<file path="src/bd_status_pkg.sv">
// Package with descriptor status layout, PIDs, handshakes and register map.
//
// Functional notes
// [RULE1] Status bit 7 is the ownership semaphore.
// [RULE2] Core leaves engine-owned descriptors untouched.
// [RULE3] Core writes status byte last when arming.
// [RULE4] Engine releases ownership unless keep or stall.
// [RULE5] Engine overwrites status with PID and count.
// [RULE6] No hardware blocking of core accesses; the controller drops writes to engine-owned descriptors.
// [RULE7] Keep bit: hold ownership, no queue, no interrupt.
// [RULE8] Keep bit meant only for streaming port use.
// [RULE9] Address step inhibit reuses one buffer location.
// [RULE10] Toggle check compares packet parity with bit 6.
// [RULE11] Toggle mismatch: ACK, discard, keep, status unchanged.
// [RULE12] SETUP accepted despite toggle mismatch.
// [RULE13] Toggle check off: accept either, release, update.
// [RULE14] Errored OUT: NAK, keep, nothing updated.
// [RULE15] Stall bit: STALL handshake, stall seen, interrupt.
// [RULE16] Stall holds until SETUP returns ownership to core.
// [RULE17] Count bits 9:8 in status 1:0, range 0-1023.
// [RULE18] Firmware sets ownership before enabling module.
package bd_status_pkg;

  // ****************************************************************
  // Status byte fields
  // ****************************************************************
  localparam int OWN_BIT    = 7;
  localparam int TOGGLE_BIT = 6;
  localparam int KEEP_BIT   = 5;
  localparam int INHIBIT_BIT = 4;
  localparam int CHECK_BIT  = 3;
  localparam int STALL_BIT  = 2;
  localparam int PID_LSB    = 2;
  localparam int COUNT_MAX  = 1023;

  // ****************************************************************
  // Token and handshake codes
  // ****************************************************************
  localparam logic [3:0] PID_OUT   = 4'h1;
  localparam logic [3:0] PID_IN    = 4'h9;
  localparam logic [3:0] PID_SETUP = 4'hd;

  typedef enum logic [1:0] {HS_ACK = 2'h0, HS_NAK = 2'h1, HS_STALL = 2'h2} handshake_t;

  // ****************************************************************
  // Controller register map (word offsets in bytes) and resets
  // ****************************************************************
  localparam logic [3:0] REG_STATUS   = 4'h0;
  localparam logic [3:0] REG_COUNT    = 4'h4;
  localparam logic [3:0] REG_IRQ      = 4'h8;
  localparam logic [3:0] REG_MASK     = 4'hc;
  localparam logic [7:0] STATUS_RESET = 8'h00;
  localparam logic [2:0] MASK_RESET   = 3'h0;
  localparam int IRQ_DONE  = 0;
  localparam int IRQ_STALL = 1;
  localparam int IRQ_ARMED = 2;

endpackage : bd_status_pkg

</file>
<file path="src/bd_link_if.sv">
// Interface joining the core-side controller and the serial link engine.
`timescale 1ns/1ns
`default_nettype none
interface bd_link_if;
  import bd_status_pkg::*;
  logic       coreWr;
  logic [7:0] coreStatus;
  logic [7:0] coreCount;
  logic [7:0] engStatus;
  logic [7:0] engCount;
  logic       tokValid;
  logic [3:0] tokPid;
  logic       tokToggle;
  logic       tokError;
  logic [9:0] tokLen;
  logic       hsValid;
  handshake_t hsCode;
  logic       dataWrite;
  logic       addrStep;
  logic       queuePush;
  logic       doneFlag;
  logic       stallSeen;

  modport engine (input coreWr, coreStatus, coreCount, tokValid, tokPid, tokToggle, tokError, tokLen,
                  output engStatus, engCount, hsValid, hsCode, dataWrite, addrStep, queuePush,
                  doneFlag, stallSeen);
  modport core (output coreWr, coreStatus, coreCount,
                input engStatus, engCount, doneFlag, stallSeen);
endinterface : bd_link_if
`default_nettype wire

</file>
<file path="src/bd_sticky_bit.sv">
// One sticky interrupt bit with set-over-clear priority.
`timescale 1ns/1ns
`default_nettype none
module bd_sticky_bit
(
  // Clock and reset
  input  wire logic core_clk,
  input  wire logic reset_n,
  // Control
  input  wire logic setEvt,
  input  wire logic clrReq,
  output logic      flag_q
);
  always_ff @(posedge core_clk or negedge reset_n)
  begin
    if (!reset_n)
      flag_q <= 1'b0;
    else if (setEvt)
      flag_q <= 1'b1;
    else if (clrReq)
      flag_q <= 1'b0;
  end
endmodule : bd_sticky_bit
`default_nettype wire

</file>
<file path="src/bd_core_ctrl.sv">
// Core-side controller: AXI4-Lite registers that arm descriptors and report events.
`timescale 1ns/1ns
`default_nettype none
module bd_core_ctrl
  import bd_status_pkg::*;
(
  // Clock and reset
  input  wire logic        core_clk,
  input  wire logic        reset_n,
  // AXI4-Lite write
  input  wire logic        s_axi_awvalid,
  output logic             s_axi_awready,
  input  wire logic [3:0]  s_axi_awaddr,
  input  wire logic        s_axi_wvalid,
  output logic             s_axi_wready,
  input  wire logic [31:0] s_axi_wdata,
  input  wire logic [3:0]  s_axi_wstrb,
  output logic             s_axi_bvalid,
  input  wire logic        s_axi_bready,
  output logic [1:0]       s_axi_bresp,
  // AXI4-Lite read
  input  wire logic        s_axi_arvalid,
  output logic             s_axi_arready,
  input  wire logic [3:0]  s_axi_araddr,
  output logic             s_axi_rvalid,
  input  wire logic        s_axi_rready,
  output logic [31:0]      s_axi_rdata,
  output logic [1:0]       s_axi_rresp,
  // Interrupt
  output logic             irq,
  // Link side
  bd_link_if.core          lnk
);
  logic        awHave_q, wHave_q, bvalid_q, rvalid_q, arready_q, irq_q;
  logic        awready_q, wready_q;
  logic [3:0]  awAddr_q;
  logic [31:0] wData_q, rdata_q;
  logic [1:0]  bresp_q, rresp_q;
  logic [7:0]  pendStat_q, pendCnt_q;
  logic        coreWr_q;
  logic [2:0]  mask_q;
  logic [2:0]  flags;

  // ****************************************************************
  // Write path
  // ****************************************************************
  wire doWrite  = awHave_q && wHave_q && !bvalid_q;
  wire wrStat   = doWrite && awAddr_q == REG_STATUS;
  wire wrCnt    = doWrite && awAddr_q == REG_COUNT;
  wire wrIrq    = doWrite && awAddr_q == REG_IRQ;
  wire wrMask   = doWrite && awAddr_q == REG_MASK;
  wire wrMapped = wrStat || wrCnt || wrIrq || wrMask;
  // Count is staged; the status write launches both, so ownership lands last.
  wire launch   = wrStat;                                        // see [RULE3]
  wire armed    = lnk.engStatus[OWN_BIT];
  // Writes to an engine-owned descriptor are dropped by the controller.
  wire allowed  = !armed;                                        // see [RULE2]

  always_ff @(posedge core_clk or negedge reset_n)
  begin
    if (!reset_n)
    begin
      awHave_q <= 1'b0;
      wHave_q  <= 1'b0;
      awready_q <= 1'b1;
      wready_q  <= 1'b1;
      awAddr_q <= 4'h0;
      wData_q  <= 32'h0;
      bvalid_q <= 1'b0;
      bresp_q  <= 2'h0;
    end
    else
    begin
      if (s_axi_awvalid && !awHave_q)
      begin
        awHave_q <= 1'b1;
        awready_q <= 1'b0;
        awAddr_q <= s_axi_awaddr;
      end
      if (s_axi_wvalid && !wHave_q)
      begin
        wHave_q <= 1'b1;
        wready_q <= 1'b0;
        wData_q <= s_axi_wdata;
      end
      if (doWrite)
      begin
        awHave_q <= 1'b0;
        wHave_q  <= 1'b0;
        awready_q <= 1'b1;
        wready_q  <= 1'b1;
        bvalid_q <= 1'b1;
        bresp_q  <= wrMapped ? 2'h0 : 2'h2;
      end
      else if (bvalid_q && s_axi_bready)
        bvalid_q <= 1'b0;
    end
  end

  always_ff @(posedge core_clk or negedge reset_n)
  begin
    if (!reset_n)
    begin
      pendStat_q <= STATUS_RESET;
      pendCnt_q  <= 8'h00;
      coreWr_q   <= 1'b0;
      mask_q     <= MASK_RESET;
    end
    else
    begin
      coreWr_q <= launch && allowed;
      if (launch && allowed)
        pendStat_q <= wData_q[7:0];
      if (wrCnt && allowed)
        pendCnt_q <= wData_q[7:0];
      if (wrMask)
        mask_q <= wData_q[2:0];
    end
  end

  // ****************************************************************
  // Interrupt status: done, stall, and descriptor returned to core
  // ****************************************************************
  logic armed_q;
  always_ff @(posedge core_clk or negedge reset_n)
  begin
    if (!reset_n)
      armed_q <= 1'b0;
    else
      armed_q <= armed;
  end
  wire [2:0] evts = {armed_q && !armed, lnk.stallSeen, lnk.doneFlag};
  for (genvar i = 0; i < 3; i++)
  begin : g_flag
    bd_sticky_bit u_bit
    (
      .core_clk (core_clk),
      .reset_n  (reset_n),
      .setEvt   (evts[i]),
      .clrReq   (wrIrq && wData_q[i]),
      .flag_q   (flags[i])
    );
  end

  always_ff @(posedge core_clk or negedge reset_n)
  begin
    if (!reset_n)
      irq_q <= 1'b0;
    else
      irq_q <= |(flags & mask_q);
  end

  // ****************************************************************
  // Read path
  // ****************************************************************
  wire [31:0] rdMux = (s_axi_araddr == REG_STATUS) ? {24'h0, lnk.engStatus} :
                      (s_axi_araddr == REG_COUNT)  ? {24'h0, lnk.engCount}  :
                      (s_axi_araddr == REG_IRQ)    ? {29'h0, flags}         :
                      (s_axi_araddr == REG_MASK)   ? {29'h0, mask_q}        : 32'h0;
  wire rdMapped = s_axi_araddr == REG_STATUS || s_axi_araddr == REG_COUNT ||
                  s_axi_araddr == REG_IRQ || s_axi_araddr == REG_MASK;
  wire rdTake   = s_axi_arvalid && arready_q;

  always_ff @(posedge core_clk or negedge reset_n)
  begin
    if (!reset_n)
    begin
      arready_q <= 1'b0;
      rvalid_q  <= 1'b0;
      rdata_q   <= 32'h0;
      rresp_q   <= 2'h0;
    end
    else
    begin
      arready_q <= !rvalid_q && !rdTake;
      if (rdTake)
      begin
        rvalid_q <= 1'b1;
        rdata_q  <= rdMux;
        rresp_q  <= rdMapped ? 2'h0 : 2'h2;
      end
      else if (rvalid_q && s_axi_rready)
        rvalid_q <= 1'b0;
    end
  end

  assign s_axi_awready  = awready_q;
  assign s_axi_wready   = wready_q;
  assign s_axi_bvalid   = bvalid_q;
  assign s_axi_bresp    = bresp_q;
  assign s_axi_arready  = arready_q;
  assign s_axi_rvalid   = rvalid_q;
  assign s_axi_rdata    = rdata_q;
  assign s_axi_rresp    = rresp_q;
  assign irq            = irq_q;
  assign lnk.coreWr     = coreWr_q;
  assign lnk.coreStatus = pendStat_q;
  assign lnk.coreCount  = pendCnt_q;
endmodule : bd_core_ctrl
`default_nettype wire

</file>
<file path="src/flat_wrapper.sv">
// flat-port wrapper written by rule: the top's interface ports become plain ports
module bd_core_ctrl_flat import bd_status_pkg::*;
  (core_clk, reset_n, s_axi_awvalid, s_axi_awready, s_axi_awaddr, s_axi_wvalid, s_axi_wready, s_axi_wdata, s_axi_wstrb, s_axi_bvalid, s_axi_bready, s_axi_bresp, s_axi_arvalid, s_axi_arready, s_axi_araddr, s_axi_rvalid, s_axi_rready, s_axi_rdata, s_axi_rresp, irq, lnk_coreWr, lnk_coreStatus, lnk_coreCount, lnk_engStatus, lnk_engCount, lnk_doneFlag, lnk_stallSeen);
  bd_link_if lnk_i ();
  input  wire logic core_clk;
  input  wire logic reset_n;
  input  wire logic s_axi_awvalid;
  output logic s_axi_awready;
  input  wire logic [3:0] s_axi_awaddr;
  input  wire logic s_axi_wvalid;
  output logic s_axi_wready;
  input  wire logic [31:0] s_axi_wdata;
  input  wire logic [3:0] s_axi_wstrb;
  output logic s_axi_bvalid;
  input  wire logic s_axi_bready;
  output logic [1:0] s_axi_bresp;
  input  wire logic s_axi_arvalid;
  output logic s_axi_arready;
  input  wire logic [3:0] s_axi_araddr;
  output logic s_axi_rvalid;
  input  wire logic s_axi_rready;
  output logic [31:0] s_axi_rdata;
  output logic [1:0] s_axi_rresp;
  output logic irq;
  output wire logic [$bits(lnk_i.coreWr)-1:0] lnk_coreWr;
  output wire logic [$bits(lnk_i.coreStatus)-1:0] lnk_coreStatus;
  output wire logic [$bits(lnk_i.coreCount)-1:0] lnk_coreCount;
  input wire logic [$bits(lnk_i.engStatus)-1:0] lnk_engStatus;
  input wire logic [$bits(lnk_i.engCount)-1:0] lnk_engCount;
  input wire logic [$bits(lnk_i.doneFlag)-1:0] lnk_doneFlag;
  input wire logic [$bits(lnk_i.stallSeen)-1:0] lnk_stallSeen;
  assign lnk_coreWr = lnk_i.coreWr;
  assign lnk_coreStatus = lnk_i.coreStatus;
  assign lnk_coreCount = lnk_i.coreCount;
  assign lnk_i.engStatus = lnk_engStatus;
  assign lnk_i.engCount = lnk_engCount;
  assign lnk_i.doneFlag = lnk_doneFlag;
  assign lnk_i.stallSeen = lnk_stallSeen;
  bd_core_ctrl u_core (.core_clk(core_clk), .reset_n(reset_n), .s_axi_awvalid(s_axi_awvalid), .s_axi_awready(s_axi_awready), .s_axi_awaddr(s_axi_awaddr), .s_axi_wvalid(s_axi_wvalid), .s_axi_wready(s_axi_wready), .s_axi_wdata(s_axi_wdata), .s_axi_wstrb(s_axi_wstrb), .s_axi_bvalid(s_axi_bvalid), .s_axi_bready(s_axi_bready), .s_axi_bresp(s_axi_bresp), .s_axi_arvalid(s_axi_arvalid), .s_axi_arready(s_axi_arready), .s_axi_araddr(s_axi_araddr), .s_axi_rvalid(s_axi_rvalid), .s_axi_rready(s_axi_rready), .s_axi_rdata(s_axi_rdata), .s_axi_rresp(s_axi_rresp), .irq(irq), .lnk(lnk_i));
endmodule
</file>
<file path="config.mk">
export PLATFORM = sky130hd
export DESIGN_NAME = bd_core_ctrl_flat
export DESIGN_NICKNAME = d
export VERILOG_FILES = /design/src/bd_status_pkg.sv /design/src/bd_link_if.sv /design/src/bd_sticky_bit.sv /design/src/bd_core_ctrl.sv /design/src/flat_wrapper.sv
export SDC_FILE = /design/constraint.sdc
export NUM_CORES = 1
export LEC_CHECK = 0
export BUFFER_PORTS_ARGS = -buffer_cell sky130_fd_sc_hd__buf_4
export CAP_MARGIN = 20
export CORE_ASPECT_RATIO = 0.8
export CORE_MARGIN = 1
export CORE_UTILIZATION = 30
export DETAILED_ROUTE_END_ITERATION = 7
export HOLD_SLACK_MARGIN = 0.06
export PLACE_DENSITY = 0.7
export SETUP_SLACK_MARGIN = 0.02
export SLEW_MARGIN = 20
export SYNTH_ARGS = -nofsm -noshare
export SYNTH_HDL_FRONTEND = slang
export SYNTH_SLANG_ARGS = --single-unit
</file>
<file path="constraint.sdc">
create_clock -name core_clk -period 1.43 [get_ports core_clk]
set_input_delay 0.286 -clock core_clk [delete_from_list [all_inputs] [get_ports core_clk]]
set_output_delay 0.286 -clock core_clk [all_outputs]
set_load 0.005 [all_outputs]
</file>
==> results.cfg <==
[run_status]
status = finished, final reports clean

[timing]
period_needed_ns = 1.41
finClkSkew_ns = 0.00581
setup_viol = 0
rsz0062_at_grt = yes
drv_slew = 0
hold_viol = 0
tns_ns = 0
finalWorstSetupSlack_ns = 0.0172
max_freq_mhz = 708
finalCritPeriodShare_pct = 98.8

[clocking]
path_clk_slew_ns = 0.09
clk_latency_ns = 0.30
htreeDepth = 2
cts_sinks = 54
clock-root-buffer = clkbuf_8
clock_path_buffers = 2
cts_tree = done
cts_buffers = 5

[power]
power.total_mw = 5.14
power_density_nw_per_um2 = 1600
p_comb_share_pct = 35.1
p_clk_share_pct = 16.8
p_int_mw = 3.61
seqPwrFrac_pct = 48.1
p_sw_share_pct = 29.8
p_leak_nw = 1.64
power.switching_mw = 1.53
vdd_drop_max_mv = 0.672

[detailed_routing]
drcViolationCount = 0
avgRoutedWirePerCell_um = 12.8
dr_total_vias = 1656
drt_wl_total_mm = 5.04
drt_first_iter_violations = 55
ant_nets = 0
viasPerCell = 4.21
drt-pass1-iter-count = 5

[worst_setup_path]
reg2reg_slack_ns = 0.02
critPathCaptureType = flip-flop
cp_num_buf_inv = 0
cp.depth = 3
critPathKind = reg2reg
reg2reg_depth = 3
cpMaxStageDelayCell = dfrtp_1
worstPathArrival_ns = 1.60
cp_max_fo = 5
worstReg2RegStart = u_core.s_axi_bvalid
max_stage_delay_ns = 0.40
critPathLaunchType = flip-flop
crit_family = simple AND/OR/NAND/NOR gates
cp.required_ns = 1.62
startpoint = u_core.s_axi_bvalid
worstPathCellList = and3b_2, and4_4, mux2_4

[floorplan]
core-area_um2 = 7910
rows = 29
dieArea_um2 = 8530
die_h_um = 82.8
die_x_um = 103
io_pins = 128
start_util_pct = 31.0

[global_route]
grt_max_degree = 24
grt_overflow_total = 0
antenna_found_initial = 0
grt_pass1_wl_mm = 8.04
grt_usage_pct = 12.3
grt_pass1_vias = 1686

[synthesis]
yosys_warnings = 0
synth-main-ff-cell = dfrtp_1
ys_seq_area_share_pct = 55.3
syn_area_per_cell_um2 = 12.3
synth_area_um2 = 2450
synth_edf_count = 0
synth-async-reset-ratio_pct = 100
yosysUniqueCellTypes = 34
ys_ff_latch = 54
postSynthCellCount = 199

[placement]
dpl_worst_slack_ns = -0.0731
port_buffers = 73
gp_congestion = 0.712
hpwlAfterDp_mm = 3.72
detailed_place.area_um2 = 3100

[cells_and_area]
final_nets = 353
diodes = 0
synthToLayoutAreaGrowth_pct = 31.6
final_core_util_pct = 40.7
final_area_um2 = 3220
drive_gt1_share_pct = 44.9

[min_path]
hp-start = lnk_engStatus[7]
min_path_cells = 1
hp-class = in2reg

[job]
cap_violations = 0
==> power groups by stage <==
stage,registers [mW],logic [mW],clock network (mW)
2_1_floorplan,2.45,0.944,0
3_3_place_gp,2.47,1.75,0
3_5_place_dp,2.49,1.79,0
4_1_cts,2.48,1.84,0.916
5_1_grt,2.55,2.00,0.970
6_report,2.47,1.80,0.866
==> routing by layer <==
metal	track usage (%)	part of all wire (%)	vias to the layer above
li1	-	-	804
met1	14.9	45	773
met2	20.7	46	75
met3	4.29	7.8	4
met4	2.69	0.46	0
met5	0	0	-
==> sequential cells by signal, summed over array words and instances, names as in the netlist, 3 cells and up <==
| register | count |
|---|---|
| u_core.s_axi_rdata | 8 |
| u_core.awAddr_q | 4 |
| u_core.lnk.coreCount | 8 |
| u_core.g_flag.u_bit.flag_q | 3 |
| u_core.wData_q | 8 |
| u_core.mask_q | 3 |
| u_core.lnk.coreStatus | 8 |
==> path summary, 6_finish.rpt <==
check	end
min	u_core.armed_q
max	u_core.mask_q[1]
max reg2reg	u_core.mask_q[1]
max in group asynchronous	u_core.wData_q[4]
min in group asynchronous	u_core.s_axi_rresp[1]
min reg2reg	u_core.s_axi_arready
==> layout make-up <==
type,count,area (um2)
fillers,755,4690
flip-flops and latches,54,1350
multi-input cells,128,940
repair buffers,85,666
well taps,108,135
clock buffers,8,90.1
inverters,10,37.5
==> what timing repair did <==
action / 4_1_cts / 5_1_grt
hold buffers: 1 / 0
buffers inserted: 1 / 0
resized for setup: 3 / 0
endpoints found under the setup margin: 19 / 20
hold endpoints to repair: 13 / 0
==> cell usage after synthesis, drive strengths merged (3+ instances only) <==
library cell / n / area (um2)
mux2: 31 / 353
o21ai: 6 / 30.0
a21o: 4 / 30.0
dfrtp: 52 / 1300
a21oi: 7 / 35.0
nand3b: 3 / 22.5
mux2i: 5 / 50.1
inv: 10 / 37.5
and2b: 3 / 22.5
o31ai: 5 / 37.5
nor2: 14 / 55.1
o2111ai: 3 / 26.3
nand2: 7 / 26.3
buf: 30 / 221
==> cell usage in the layout, fill, tap and decap left out, types with 3 or more instances in the layout <==
| cell type | Yosys | final |
|---|---|---|
| a21o_1 | 4 | 4 |
| a21oi_1 | 7 | 7 |
| and2b_1 | 3 | 3 |
| buf_4 | 26 | 82 |
| clkbuf_8 | 0 | 6 |
| conb_1 | 1 | 26 |
| dfrtp_1 | 52 | 52 |
| inv_1 | 10 | 10 |
| mux2_2 | 30 | 27 |
| mux2_4 | 1 | 4 |
| mux2i_1 | 5 | 5 |
| nand2_1 | 7 | 7 |
| nand3b_1 | 3 | 3 |
| nor2_1 | 13 | 13 |
| o2111ai_1 | 3 | 3 |
| o21ai_0 | 6 | 6 |
| o31ai_1 | 5 | 5 |
==> per-stage QoR <==
stage / hold WS (ns) / instances
after detailed placement: 0.160 / 383
after global routing: 0.110 / 393
final: 0.132 / 393
after CTS: 0.119 / 393
after floorplan: -0.00959 / 224
after global placement: 0.159 / 383
==> cell families after synthesis <==
group | synth area share (%)
flip-flops | 55.3
buffers and inverters | 10.9
multiplexers | 16.5
AND/OR/NAND/NOR | 9.25
AO/OA/AOI/OAI | 7.97
other | 0.153
(Power assumes the default switching activity.)
